File: src/rtl/pss_pkg.sv
`default_nettype none
package pss_pkg;
   // Register byte offsets on the AHB-Lite bus
   localparam logic [7:0]  ADDR_ENABLE  = 8'h00;
   localparam logic [7:0]  ADDR_ITIME   = 8'h08;
   localparam logic [7:0]  ADDR_WTIME   = 8'h0C;
   localparam logic [7:0]  ADDR_PULSE   = 8'h38;
   localparam logic [7:0]  ADDR_CONFIG  = 8'h3C;
   localparam logic [7:0]  ADDR_RESULT  = 8'h60;
   localparam logic [7:0]  ADDR_ADCIN   = 8'h64;
   localparam logic [7:0]  ADDR_STATUS  = 8'h68;
   // Enable register fields
   localparam int          EN_PWR       = 0;
   localparam int          EN_PROX      = 2;
   localparam int          EN_WAIT      = 3;
   // Config register fields
   localparam int          CFG_LONG     = 1;
   localparam int          CFG_DIODE_LO = 4;
   localparam int          CFG_DRIVE_LO = 6;
   // Reset values
   localparam logic [7:0]  RST_ENABLE   = 8'h00;
   localparam logic [7:0]  RST_ITIME    = 8'hFF;
   localparam logic [7:0]  RST_WTIME    = 8'hFF;
   localparam logic [7:0]  RST_PULSE    = 8'h01;
   localparam logic [7:0]  RST_CONFIG   = 8'h00;
   // Timing at the 50 MHz bus clock
   localparam int          CLK_MHZ      = 50;
   localparam int          PULSE_NS     = 16000;
   localparam int          LED_ON_NS    = 7200;
   localparam int          STEP_US      = 2720;
   localparam int          PULSE_CYC    = PULSE_NS * CLK_MHZ / 1000;
   localparam int          LED_ON_CYC   = LED_ON_NS * CLK_MHZ / 1000;
   localparam int          STEP_CYC     = STEP_US * CLK_MHZ;
   localparam int          LONG_MULT    = 12;
   localparam logic [1:0]  HTRANS_NSEQ  = 2'b10;
   typedef enum logic [2:0] {
      PSS_SLEEP = 3'b000,
      PSS_START = 3'b001,
      PSS_ACCUM = 3'b011,
      PSS_CONV  = 3'b010,
      PSS_WAIT  = 3'b110
   } pss_state_t;
endpackage : pss_pkg
`default_nettype wire

File: src/rtl/pss_step_timer.sv
`default_nettype none
// Counts a number of fixed-length steps, each optionally stretched
module pss_step_timer #(
   parameter int STEP_CYCLES = 136000
) (
   input  wire logic       hclk,
   input  wire logic       hresetn,
   input  wire logic       start,
   input  wire logic [8:0] steps,
   input  wire logic [3:0] mult,
   output logic            done
);
   logic [31:0] cyc;
   logic [8:0]  step_left;
   logic [3:0]  sub_left;
   logic [3:0]  mult_q;
   logic        busy;

   always_ff @(posedge hclk or negedge hresetn) begin
      if (!hresetn) begin
         cyc       <= 32'h0000_0000;
         step_left <= 9'h000;
         sub_left  <= 4'h0;
         mult_q    <= 4'h0;
         busy      <= 1'b0;
         done      <= 1'b0;
      end else begin
         done <= 1'b0;
         if (start) begin
            busy      <= 1'b1;
            cyc       <= 32'(STEP_CYCLES - 1);
            step_left <= steps;
            sub_left  <= mult;
            // Held so every step, not just the first, keeps the stretch
            mult_q    <= mult;
         end else if (busy) begin
            if (cyc != 32'h0000_0000) begin
               cyc <= cyc - 32'h0000_0001;
            end else begin
               cyc <= 32'(STEP_CYCLES - 1);
               if (sub_left > 4'h1) begin
                  sub_left <= sub_left - 4'h1;
               end else begin
                  sub_left <= mult_q;
                  if (step_left > 9'h001) begin
                     step_left <= step_left - 9'h001;
                  end else begin
                     busy <= 1'b0;
                     done <= 1'b1;
                  end
               end
            end
         end
      end
   end
endmodule : pss_step_timer
`default_nettype wire

File: src/rtl/pss_sequencer.sv
// Implementation choices: the AHB-Lite register port and the register addresses.
`default_nettype none
// Summary of operation
// - After reset stay asleep until power-on set
// - Power-on set moves sleep to start
// - Start, proximity, wait; skip disabled states
// - Power-off finishes running conversion, then sleeps
// - Power-on is bit 0 of enable register
// - Diode select: none, infrared, broadband, both
// - Latch conversion result at integration end
// - LED current: 12.5, 25, 50, 100 mA
// - One to 255 pulses, 16 us each
// - Proximity is pulse accumulation then conversion
// - Wait enable spends programmed wait time
// - Long wait stretches each step twelvefold
module pss_sequencer #(
   parameter int STEP_CYCLES = pss_pkg::STEP_CYC
) (
   input  wire logic        hclk,
   input  wire logic        hresetn,
   input  wire logic        hsel,
   input  wire logic [31:0] haddr,
   input  wire logic [1:0]  htrans,
   input  wire logic        hwrite,
   input  wire logic [2:0]  hsize,
   input  wire logic [31:0] hwdata,
   input  wire logic        hready,
   output logic [31:0]      hrdata,
   output logic             hreadyout,
   output logic             hresp,
   input  wire logic [9:0]  adc_sample,
   output logic             led_sink_pin,
   output logic [1:0]       led_current_setting,
   output logic [1:0]       photodiode_select,
   output logic             adc_busy,
   output logic             sleeping
);
   import pss_pkg::*;

   logic [7:0]  enable_reg;
   logic [7:0]  integration_time_setting;
   logic [7:0]  wait_time_setting;
   logic [7:0]  pulse_count_setting;
   logic [7:0]  config_reg;
   logic [15:0] proximity_result;
   logic [7:0]  wr_addr;
   logic        wr_pend;
   pss_state_t  state;
   logic [15:0] pulse_cyc;
   logic [7:0]  pulses_left;
   logic [15:0] accum;
   logic        tmr_start;
   logic [8:0]  tmr_steps;
   logic [3:0]  tmr_mult;
   logic        tmr_done;
   logic        power_on_bit;
   logic        prox_enable_bit;
   logic        wait_enable_bit;
   logic        long_wait_bit;
   logic        rd_go;

   assign power_on_bit    = enable_reg[EN_PWR];
   assign prox_enable_bit = enable_reg[EN_PROX];
   assign wait_enable_bit = enable_reg[EN_WAIT];
   assign long_wait_bit   = config_reg[CFG_LONG];
   assign rd_go = hsel && hready && htrans == HTRANS_NSEQ && !hwrite;

   // Zero-wait slave, always OKAY
   always_ff @(posedge hclk or negedge hresetn) begin
      if (!hresetn) begin
         wr_pend   <= 1'b0;
         wr_addr   <= 8'h00;
         hreadyout <= 1'b1;
         hresp     <= 1'b0;
      end else begin
         hreadyout <= 1'b1;
         hresp     <= 1'b0;
         if (hready) begin
            wr_pend <= hsel && htrans == HTRANS_NSEQ && hwrite;
            wr_addr <= haddr[7:0];
         end
      end
   end

   // Register writes
   always_ff @(posedge hclk or negedge hresetn) begin
      if (!hresetn) begin
         enable_reg               <= RST_ENABLE;
         integration_time_setting <= RST_ITIME;
         wait_time_setting        <= RST_WTIME;
         pulse_count_setting      <= RST_PULSE;
         config_reg               <= RST_CONFIG;
      end else if (wr_pend) begin
         unique case (wr_addr)
            ADDR_ENABLE: enable_reg <= hwdata[7:0];
            ADDR_ITIME:  integration_time_setting <= hwdata[7:0];
            ADDR_WTIME:  wait_time_setting <= hwdata[7:0];
            ADDR_PULSE: begin
               // Zero would give no pulses; held at the least of one
               pulse_count_setting <= (hwdata[7:0] == 8'h00) ?
                                      8'h01 : hwdata[7:0];
            end
            ADDR_CONFIG: config_reg <= hwdata[7:0];
            default: ;
         endcase
      end
   end

   // Register reads, unmapped addresses read zero
   always_ff @(posedge hclk or negedge hresetn) begin
      if (!hresetn) begin
         hrdata <= 32'h0000_0000;
      end else if (rd_go) begin
         unique case (haddr[7:0])
            ADDR_ENABLE: hrdata <= {24'h00_0000, enable_reg};
            ADDR_ITIME:  hrdata <= {24'h00_0000, integration_time_setting};
            ADDR_WTIME:  hrdata <= {24'h00_0000, wait_time_setting};
            ADDR_PULSE:  hrdata <= {24'h00_0000, pulse_count_setting};
            ADDR_CONFIG: hrdata <= {24'h00_0000, config_reg};
            ADDR_RESULT: hrdata <= {16'h0000, proximity_result};
            ADDR_STATUS: hrdata <= {29'h0000_0000, 3'(state)};
            default:     hrdata <= 32'h0000_0000;
         endcase
      end
   end

   // Step counts are 256 minus the setting, as with the wait time
   always_comb begin
      tmr_start = 1'b0;
      tmr_steps = 9'h100 - {1'b0, wait_time_setting};
      tmr_mult  = 4'h1;
      // The last pulse reloads its counter, so the count alone ends it
      if (state == PSS_ACCUM && pulses_left == 8'h00) begin
         tmr_start = 1'b1;
         tmr_steps = 9'h100 - {1'b0, integration_time_setting};
      end else if (state == PSS_START && !prox_enable_bit &&
                   wait_enable_bit) begin
         tmr_start = 1'b1;
         tmr_mult  = long_wait_bit ? 4'(LONG_MULT) : 4'h1;
      end else if (state == PSS_CONV && tmr_done && wait_enable_bit &&
                   power_on_bit) begin
         tmr_start = 1'b1;
         tmr_mult  = long_wait_bit ? 4'(LONG_MULT) : 4'h1;
      end
   end

   pss_step_timer #(
      .STEP_CYCLES (STEP_CYCLES)
   ) u_timer (
      .hclk    (hclk),
      .hresetn (hresetn),
      .start   (tmr_start),
      .steps   (tmr_steps),
      .mult    (tmr_mult),
      .done    (tmr_done)
   );

   // Sequencer
   always_ff @(posedge hclk or negedge hresetn) begin
      if (!hresetn) begin
         state <= PSS_SLEEP;
      end else begin
         unique case (state)
            PSS_SLEEP: if (power_on_bit) state <= PSS_START;
            PSS_START: begin
               if (!power_on_bit) begin
                  state <= PSS_SLEEP;
               end else if (prox_enable_bit) begin
                  state <= PSS_ACCUM;
               end else if (wait_enable_bit) begin
                  state <= PSS_WAIT;
               end
            end
            PSS_ACCUM: begin
               if (tmr_start) state <= PSS_CONV;
            end
            PSS_CONV: begin
               // Power-off is only honoured once the conversion ends
               if (tmr_done) begin
                  if (!power_on_bit) begin
                     state <= PSS_SLEEP;
                  end else if (wait_enable_bit) begin
                     state <= PSS_WAIT;
                  end else begin
                     state <= PSS_START;
                  end
               end
            end
            PSS_WAIT: begin
               if (!power_on_bit) state <= PSS_SLEEP;
               else if (tmr_done) state <= PSS_START;
            end
            default: state <= PSS_SLEEP;
         endcase
      end
   end

   // LED pulse train and accumulation
   always_ff @(posedge hclk or negedge hresetn) begin
      if (!hresetn) begin
         pulse_cyc    <= 16'h0000;
         pulses_left  <= 8'h00;
         led_sink_pin <= 1'b0;
         accum        <= 16'h0000;
      end else if (state == PSS_START) begin
         pulses_left  <= pulse_count_setting;
         pulse_cyc    <= 16'(PULSE_CYC - 1);
         accum        <= 16'h0000;
         led_sink_pin <= 1'b0;
      end else if (state == PSS_ACCUM && pulses_left != 8'h00) begin
         led_sink_pin <= pulse_cyc > 16'(PULSE_CYC - 1 - LED_ON_CYC);
         if (pulse_cyc == 16'h0000) begin
            pulse_cyc   <= 16'(PULSE_CYC - 1);
            pulses_left <= pulses_left - 8'h01;
            // Sample accumulates once per pulse
            accum <= accum + {6'h00, adc_sample};
         end else begin
            pulse_cyc <= pulse_cyc - 16'h0001;
         end
      end else begin
         led_sink_pin <= 1'b0;
      end
   end

   // Result latch and status outputs
   always_ff @(posedge hclk or negedge hresetn) begin
      if (!hresetn) begin
         proximity_result    <= 16'h0000;
         led_current_setting <= 2'b00;
         photodiode_select   <= 2'b00;
         adc_busy            <= 1'b0;
         sleeping            <= 1'b1;
      end else begin
         if (state == PSS_CONV && tmr_done) begin
            proximity_result <= accum;
         end
         led_current_setting <= config_reg[CFG_DRIVE_LO +: 2];
         photodiode_select   <= config_reg[CFG_DIODE_LO +: 2];
         adc_busy            <= state == PSS_ACCUM || state == PSS_CONV;
         sleeping            <= state == PSS_SLEEP;
      end
   end
endmodule : pss_sequencer
`default_nettype wire

File: config.mk
export PLATFORM = sky130hd
export DESIGN_NAME = pss_sequencer
export DESIGN_NICKNAME = d
export VERILOG_FILES = /design/src/rtl/pss_pkg.sv /design/src/rtl/pss_step_timer.sv /design/src/rtl/pss_sequencer.sv
export SDC_FILE = /design/constraint.sdc
export NUM_CORES = 1
export LEC_CHECK = 0
export ABC_AREA = 1
export BUFFER_PORTS_ARGS = -buffer_cell sky130_fd_sc_hd__buf_2
export CORE_ASPECT_RATIO = 2
export CORE_MARGIN = 2
export CORE_UTILIZATION = 48
export CTS_BUF_LIST = sky130_fd_sc_hd__clkbuf_16
export DETAILED_ROUTE_END_ITERATION = 10
export GPL_TIMING_DRIVEN = 0
export PLACE_DENSITY = 0.67
export SETUP_SLACK_MARGIN = 0.02
export SLEW_MARGIN = 20
export SYNTH_ARGS = -nofsm -noshare
export SYNTH_HDL_FRONTEND = slang
export SYNTH_HIERARCHICAL = 1
export SYNTH_SLANG_ARGS = --single-unit
File: constraint.sdc
create_clock -name hclk -period 4.9 [get_ports hclk]
set_clock_uncertainty 0.1 [all_clocks]
set_input_delay 1.225 -clock hclk [delete_from_list [all_inputs] [get_ports hclk]]
set_output_delay 1.225 -clock hclk [all_outputs]
set_load 0.01 [all_outputs]
* Word level (Yosys, flattened, before mapping)
Index checks and enable logic that the tools add are counted.
** Storage, ports and cells
- Word-level logic and storage cells :: 147
- ROM bits :: 0
- Memories :: 0
- Register bits after elaboration :: 198
- Memory bits (writable) :: 0
- Output and inout bits :: 41
- Input port bits :: 84
- Latch bits :: 0
** Cells by class
- Reduce and logical (&&, ||, !) cells :: 36
- $add $sub $neg :: 8
- Shifts and indexed selects :: 0
- Bitwise gates (word level) :: 0
- Equality and inequality tests :: 22
- Order comparisons :: 3
- Div/mod/pow operators :: 0
- Multiplexer cells :: 54
- Multiply operators :: 0
** Operators by type and width (count)
- one-hot mux 16 bit (7 select lines) :: 1
- 2-to-1 mux 16 bit :: 6
- 2-to-1 mux 32 bit :: 3
- 2-to-1 mux 9 bit :: 6
- == test 8 x 4 -> 1 bit (second input constant) :: 4
- == test 8 x 6 -> 1 bit (second input constant) :: 4
- logical NOT 8 bit :: 4
- 2-to-1 mux 4 bit :: 8
- 2-to-1 mux 8 bit :: 4
- nonzero test 32 bit :: 1
- subtractor 32 x 1 -> 32 bit (second input constant) :: 1
- 2-to-1 mux 3 bit :: 10
- subtractor 9 x 8 -> 9 bit (first input constant) :: 2
- adder 16 x 10 -> 16 bit :: 1
- == test 8 x 7 -> 1 bit (second input constant) :: 2
- > comparator 16 x 9 -> 1 bit (second input constant) :: 1
- logical NOT 16 bit :: 1
- subtractor 16 x 1 -> 16 bit (second input constant) :: 1
- 2-to-1 mux 1 bit :: 15
- one-hot mux 3 bit (5 select lines) :: 1
- AND reduction 2 bit :: 7
- logical AND 1 bit :: 12
- > comparator 9 x 1 -> 1 bit (second input constant) :: 1
- subtractor 9 x 1 -> 9 bit (second input constant) :: 1
- 18 further kinds :: 26

* Logic depth before layout (Yosys ltp)
- Depth in word-level cells :: 9
- Depth in mapped cells :: 16
- Mapped depth without buffers :: 16

* Cells and area by module
The synthesis kept the hierarchy.
** Modules (own cells, without submodules)
- pss_sequencer :: sequential area each 3300.7 µm², cells each 944, area each 7302.0 µm², times used 1
- pss_step_timer :: sequential area each 1276.2 µm², cells each 472, area each 3241.9 µm², times used 1

* Worst setup path before layout
No wires, ideal clock.
- Path kind :: input -> register
- Start point :: in adc_sample[0]
- End point :: reg accum[12]
- Buffers on the path :: 0
- Stages on the path :: 11
- Setup slack :: 2.313 ns
- Arrival time :: 2.360 ns
- Setup time :: 0.128 ns
- Cells stage by stage :: ha_1 inv_1 fa_1 inv_1 nand3_1 nand3_1 nand3_1 nand3_1 nand2_1 nand3_1 o21ai_0
** On the way
- Word-level cells in the longest chain between the ends :: 4
** RTL lines
- from (decl) :: line pss_sequencer.sv:31 : input wire logic [9:0] adc_sample,
- adder 16 x 10 -> 16 bit :: line pss_sequencer.sv:216 : accum <= accum + {6'h00, adc_sample};
- 2-to-1 mux 16 bit :: line pss_sequencer.sv:212 : if (pulse_cyc == 16'h0000) begin
- 2-to-1 mux 16 bit :: line pss_sequencer.sv:210 : end else if (state == PSS_ACCUM && pulses_left != 8'h00) begin
- 2-to-1 mux 16 bit :: line pss_sequencer.sv:205 : end else if (state == PSS_START) begin
- to (signal assigned) :: line pss_sequencer.sv:216
- to (decl) :: line pss_sequencer.sv:51 : logic [15:0] accum;
Every way passes these cells. The select of a mux whose other input is x is not followed.
A chain may end at the register's enable or synchronous reset.

* Final worst setup path
- Start point :: reg state[2]
- End point :: reg u_timer.cyc[5]
** On the way
- Word-level cells in the longest chain between the ends :: 8
- Elaborated cells on any way between the ends :: 14
** RTL lines
- from (decl) :: line pss_sequencer.sv:48 : pss_state_t state;
- from (signal assigned) :: line pss_sequencer.sv:161 : state <= PSS_SLEEP;
- from (signal assigned) :: line pss_sequencer.sv:164 : PSS_SLEEP: if (power_on_bit) state <= PSS_START;
- from (signal assigned) :: line pss_sequencer.sv:167 : state <= PSS_SLEEP;
- == test 3 x 2 -> 1 bit :: line pss_sequencer.sv:140 : end else if (state == PSS_CONV && tmr_done && wait_enable_bit &&
- logical AND 1 bit (3 in a row) :: line pss_sequencer.sv:140
- 2-to-1 mux 1 bit :: line pss_sequencer.sv:140
- 2-to-1 mux 1 bit :: line pss_sequencer.sv:136 : end else if (state == PSS_START && !prox_enable_bit &&
- 2-to-1 mux 1 bit * :: line pss_sequencer.sv:133 : if (state == PSS_ACCUM && pulses_left == 8'h00) begin
- net tmr_start :: line pss_sequencer.sv:52 : logic tmr_start;
- 2-to-1 mux 32 bit or nonzero test 2 bit (tied branches)
- to (signal assigned) :: line pss_step_timer.sv:31 : cyc <= 32'(STEP_CYCLES - 1);
- to (signal assigned) :: line pss_step_timer.sv:38 : cyc <= cyc - 32'h0000_0001;
- to (signal assigned) :: line pss_step_timer.sv:40 : cyc <= 32'(STEP_CYCLES - 1);
- to (decl) :: line pss_step_timer.sv:13 : logic [31:0] cyc;
Mark *: on every way through the listed nets, which the timed path passes. The rest lies on a longest branch.

==> parameters.txt <==
Parameter                              Value

Global routing
  Global-route wire length before repair ... 47200 microns
  Total track usage ... 26.9%
  Initial antenna violation count ... 0
  Global-route congestion overflow total ... 0
  Maximum number of pins on one net before global-route repair ... 94
  Via count of the first global-routing pass ... 9464

Final layout
  Fillers ... 2085
  Largest reg by FF count ... u_timer/cyc
  Number of flip-flops under the largest register name ... 32
  Most frequent standard cell in the layout excluding fill and tap cells ... sky130_fd_sc_hd__nand2_1
  Post-route cell area ... 11900 sq um
  Final antenna diode count ... 0
  Fraction of final layout cells sized beyond drive strength 1 ... 13.5%
  Area growth, synth to finish ... 12.8%
  Most frequent cells in the layout ... 422 x sky130_fd_sc_hd__nand2_1, 164 x sky130_fd_sc_hd__dfrtp_1, 154 x sky130_fd_sc_hd__nor2_1
  Net total in the final layout ... 1613
  Non-Filler Instances ... 1794
  Area occupied by multi-input gates ... around 5100 sq um
  Storage element area ... 4580 sq um

Clock tree
  Number of buffers inserted during clock tree synthesis ... 17
  Clock latency on the worst-skew pair ... ~0.45 ns
  Post-cts resize count ... 0
  TritonCTS clock tree ... built
  Post-CTS Hold Buffers ... 0
  Clock transition at the registers of the reported paths ... approximately 0.07 ns
  Post-CTS setup-driven buffer insertion count ... 0
  Clk buf depth ... 2
  H-Tree Depth ... 4
  Clock sink count ... 182
  Clock root buffer ... sky130_fd_sc_hd__clkbuf_16

Yosys
  Post-Syn Area per Cell ... 7.45 sq um
  Top_reg_cell synth ... sky130_fd_sc_hd__dfrtp_1
  Number of enable-type register cells in the synthesized netlist ... 0
  Post-synth top area cell ... sky130_fd_sc_hd__dfrtp_1
  Post-synth ARST share ... 100%
  Proportion of netlist area held by the largest area contributor ... between 30% and 40%
  Count of distinct cell types in the synthesized netlist ... 50
  Yosys synthesis warning count ... 6
  Number of instances in the synthesized netlist ... roughly 1400
  Leading post-synthesis cells by cell area ... sky130_fd_sc_hd__dfrtp_1 39%, sky130_fd_sc_hd__nand2_1 15%, sky130_fd_sc_hd__nor2_1 5.5%, sky130_fd_sc_hd__inv_1 5.4%, sky130_fd_sc_hd__o21ai_0 5.3%
  #FFs+latches synth ... 182
  Post-synthesis instance area ... 10500 sq um
  Proportion of synthesized chip area in sequential cells ... 43.4%

Setup path
  Worst-path cell with the longest stage delay ... sky130_fd_sc_hd__dfrtp_1
  Startpoint class of the critical path ... register
  Critical path, cell by cell ... inv_2, nand3_2, clkinv_1, a31oi_1, nand2_1, nor2_2, clkbuf_1, nor2_1, xnor2_1, nand2_1
  Number of cells on the critical path ... 10
  Family with the most delay on the worst path ... simple AND/OR/NAND/NOR gates
  Setup slack on the worst flop-to-flop path ... 1.64 ns
  Length in cells of the worst reg-to-reg path ... 10
  Critical Path Sink Type ... register
  Capture point of the worst path ... u_timer/cyc[5]
  Timing startpoint of the critical path ... state[2]
  RR Endpoint ... u_timer/cyc[5]
  Data required time at the worst endpoint ... roughly 5 ns
  CP Class ... reg2reg
  Biggest fanout along the worst timing path ... 10
  Slowest cell delay on critical path ... ~0.55 ns
  Reg-to-reg startpoint ... state[2]
  Number of buffer and inverter stages on the critical path ... 3
  Critical path data arrival time ... ~3.5 ns
  Cell type with the highest occurrence count on the critical path ... sky130_fd_sc_hd__nand2_1

Place
  Final weighted congestion in routability-driven placement ... 0.932
  Post-placement cell count ... 1762
  Post-DP HPWL ... 22400 microns
  Area after DPL ... 11300 sq um
  Number of I/O port buffers ... 54

STA
  FMAX ... 0.307 GHz
  Min Hold Slack ... 0.337 ns
  Total count of max-transition violations in the final report ... 0
  Shortest period the worst path allows ... 3.26 ns
  Setup total negative slack ... 0 ns
  Setup-failing EPs final ... 0
  Max-slew headroom at the worst pin ... 57.9%
  RSZ-0062 raised after global routing ... false
  Hold violation count in the final report ... 0
  Slew of the pin with the lowest slew margin ... 0.628 ns
  Period utilisation layout ... 66.5%

Power and ir drop
  Power per cell area ... 464 nW/um^2
  IR Drop Worst-Case VDD ... 366 uV
  LEAKAGE ... 0.00632 uW

Hold path
  Hold Crit Class ... reg2reg
  Min-delay src ... config_reg[7]

Floorplan
  Initial cell density of the core ... 48.8%
  Die area ... between 20000 and 25000 sq um
  Top-level I/O count ... 125
  Core region area ... 21600 sq um
  X dimension of the die ... 109 microns
  Std-Cell Rows ... 76
  Die H ... around 210 microns

Route
  Via-per-instance ratio ... 5.20
  Drc violations ... 0
  Initial DRC Count ... 587
  Final wirelength ... 28900 microns
  Routed wire length per instance ... 16.1 microns
  Via total after detailed routing ... 9333
  Number of nets still failing antenna checks after routing ... 0
  First-pass iteration count of the detailed router ... 5

Job
  Number of maximum-capacitance violations ... 0

Outcome
  Result of the run ... finished clean
==> how the worst min path moves through the flow <==
stage | to | slack (ns) | depth (start not counted)
after floorplan | led_current_setting[0] | 0.27 | 0
after global placement | led_current_setting[1] | 0.32 | 0
after detailed placement | led_current_setting[1] | 0.33 | 0
after CTS | led_current_setting[1] | 0.34 | 0
after global routing | led_current_setting[1] | 0.35 | 0
final | led_current_setting[1] | 0.34 | 0
==> worst reg2reg max path: stages (launching register included) <==
cell,delay [ns]
sky130_fd_sc_hd__dfrtp_1,0.55
sky130_fd_sc_hd__inv_2,0.10
sky130_fd_sc_hd__nand3_2,0.15
sky130_fd_sc_hd__clkinv_1,0.29
sky130_fd_sc_hd__a31oi_1,0.41
sky130_fd_sc_hd__nand2_1,0.27
sky130_fd_sc_hd__nor2_2,0.46
sky130_fd_sc_hd__clkbuf_1,0.46
sky130_fd_sc_hd__nor2_1,0.13
sky130_fd_sc_hd__xnor2_1,0.17
sky130_fd_sc_hd__nand2_1,0.07
==> power by group <==
part / leakage [uW] / internal [uW] / switching (uW) / total, uW
registers: 0.00222 / 1760 / 251 / 2010
logic: 0.00381 / 673 / 1390 / 2060
clock network: 0.000291 / 846 / 599 / 1450
==> through the flow <==
| stage | worst slack [ns] | util, % | power, uW |
|---|---|---|---|
| 2_1_floorplan | 2.31 | - | 3490 |
| 3_3_place_gp | -0.577 | 52.0 | 4040 |
| 3_5_place_dp | 1.64 | 52.3 | 4080 |
| 4_1_cts | 1.63 | 55.1 | 5550 |
| 5_1_grt | 1.40 | 55.1 | 5920 |
| 6_report | 1.64 | 55.1 | 5510 |
==> area by class of cell <==
cell class,instances,share of cell area (%)
Tap cell,273,2.87
Timing Repair Buffer,56,2.82
Inverter,157,4.95
Clock inverter,15,1.56
Sequential cell,182,38.5
Clock buffer,17,3.58
Multi-Input combinational cell,1045,43.2
Buffer,49,2.59
==> Yosys cell counts, types with 19 or more instances <==
cell type                 count
sky130_fd_sc_hd__a21oi_1     33
sky130_fd_sc_hd__buf_4       19
sky130_fd_sc_hd__dfrtp_1    164
sky130_fd_sc_hd__ha_1        20
sky130_fd_sc_hd__inv_1      151
sky130_fd_sc_hd__nand2_1    422
sky130_fd_sc_hd__nand3_1    110
sky130_fd_sc_hd__nand4_1     21
sky130_fd_sc_hd__nor2_1     154
sky130_fd_sc_hd__o21ai_0    112
sky130_fd_sc_hd__xor2_1      20
==> metal layers <==
| metal | up-vias | part of all wire, % | global-route usage (%) | wire length [microns] |
|---|---|---|---|---|
| li1 | 4678 | - | - | - |
| met1 | 4324 | 35 | 26.0 | 10100 |
| met2 | 224 | 56 | 50.6 | 16000 |
| met3 | 107 | 2.8 | 4.16 | 814 |
| met4 | 0 | 6.8 | 18.7 | 1970 |
| met5 | - | 0 | 0 | 0 |
==> cells by family after synthesis <==
| group | count (synthesis) | share of synthesized area [%] |
|---|---|---|
| other | 2 | 0.0712 |
| XOR/XNOR | 30 | 2.49 |
| multiplexers | 8 | 0.854 |
| AND/OR/NAND/NOR | 786 | 32.4 |
| flip-flops | 182 | 43.4 |
| AO/OA/AOI/OAI | 181 | 9.71 |
| buffers and inverters | 206 | 8.51 |
| adder cells (fa/ha/maj) | 21 | 2.56 |
No activity file was read; power rests on OpenSTA's default activity.
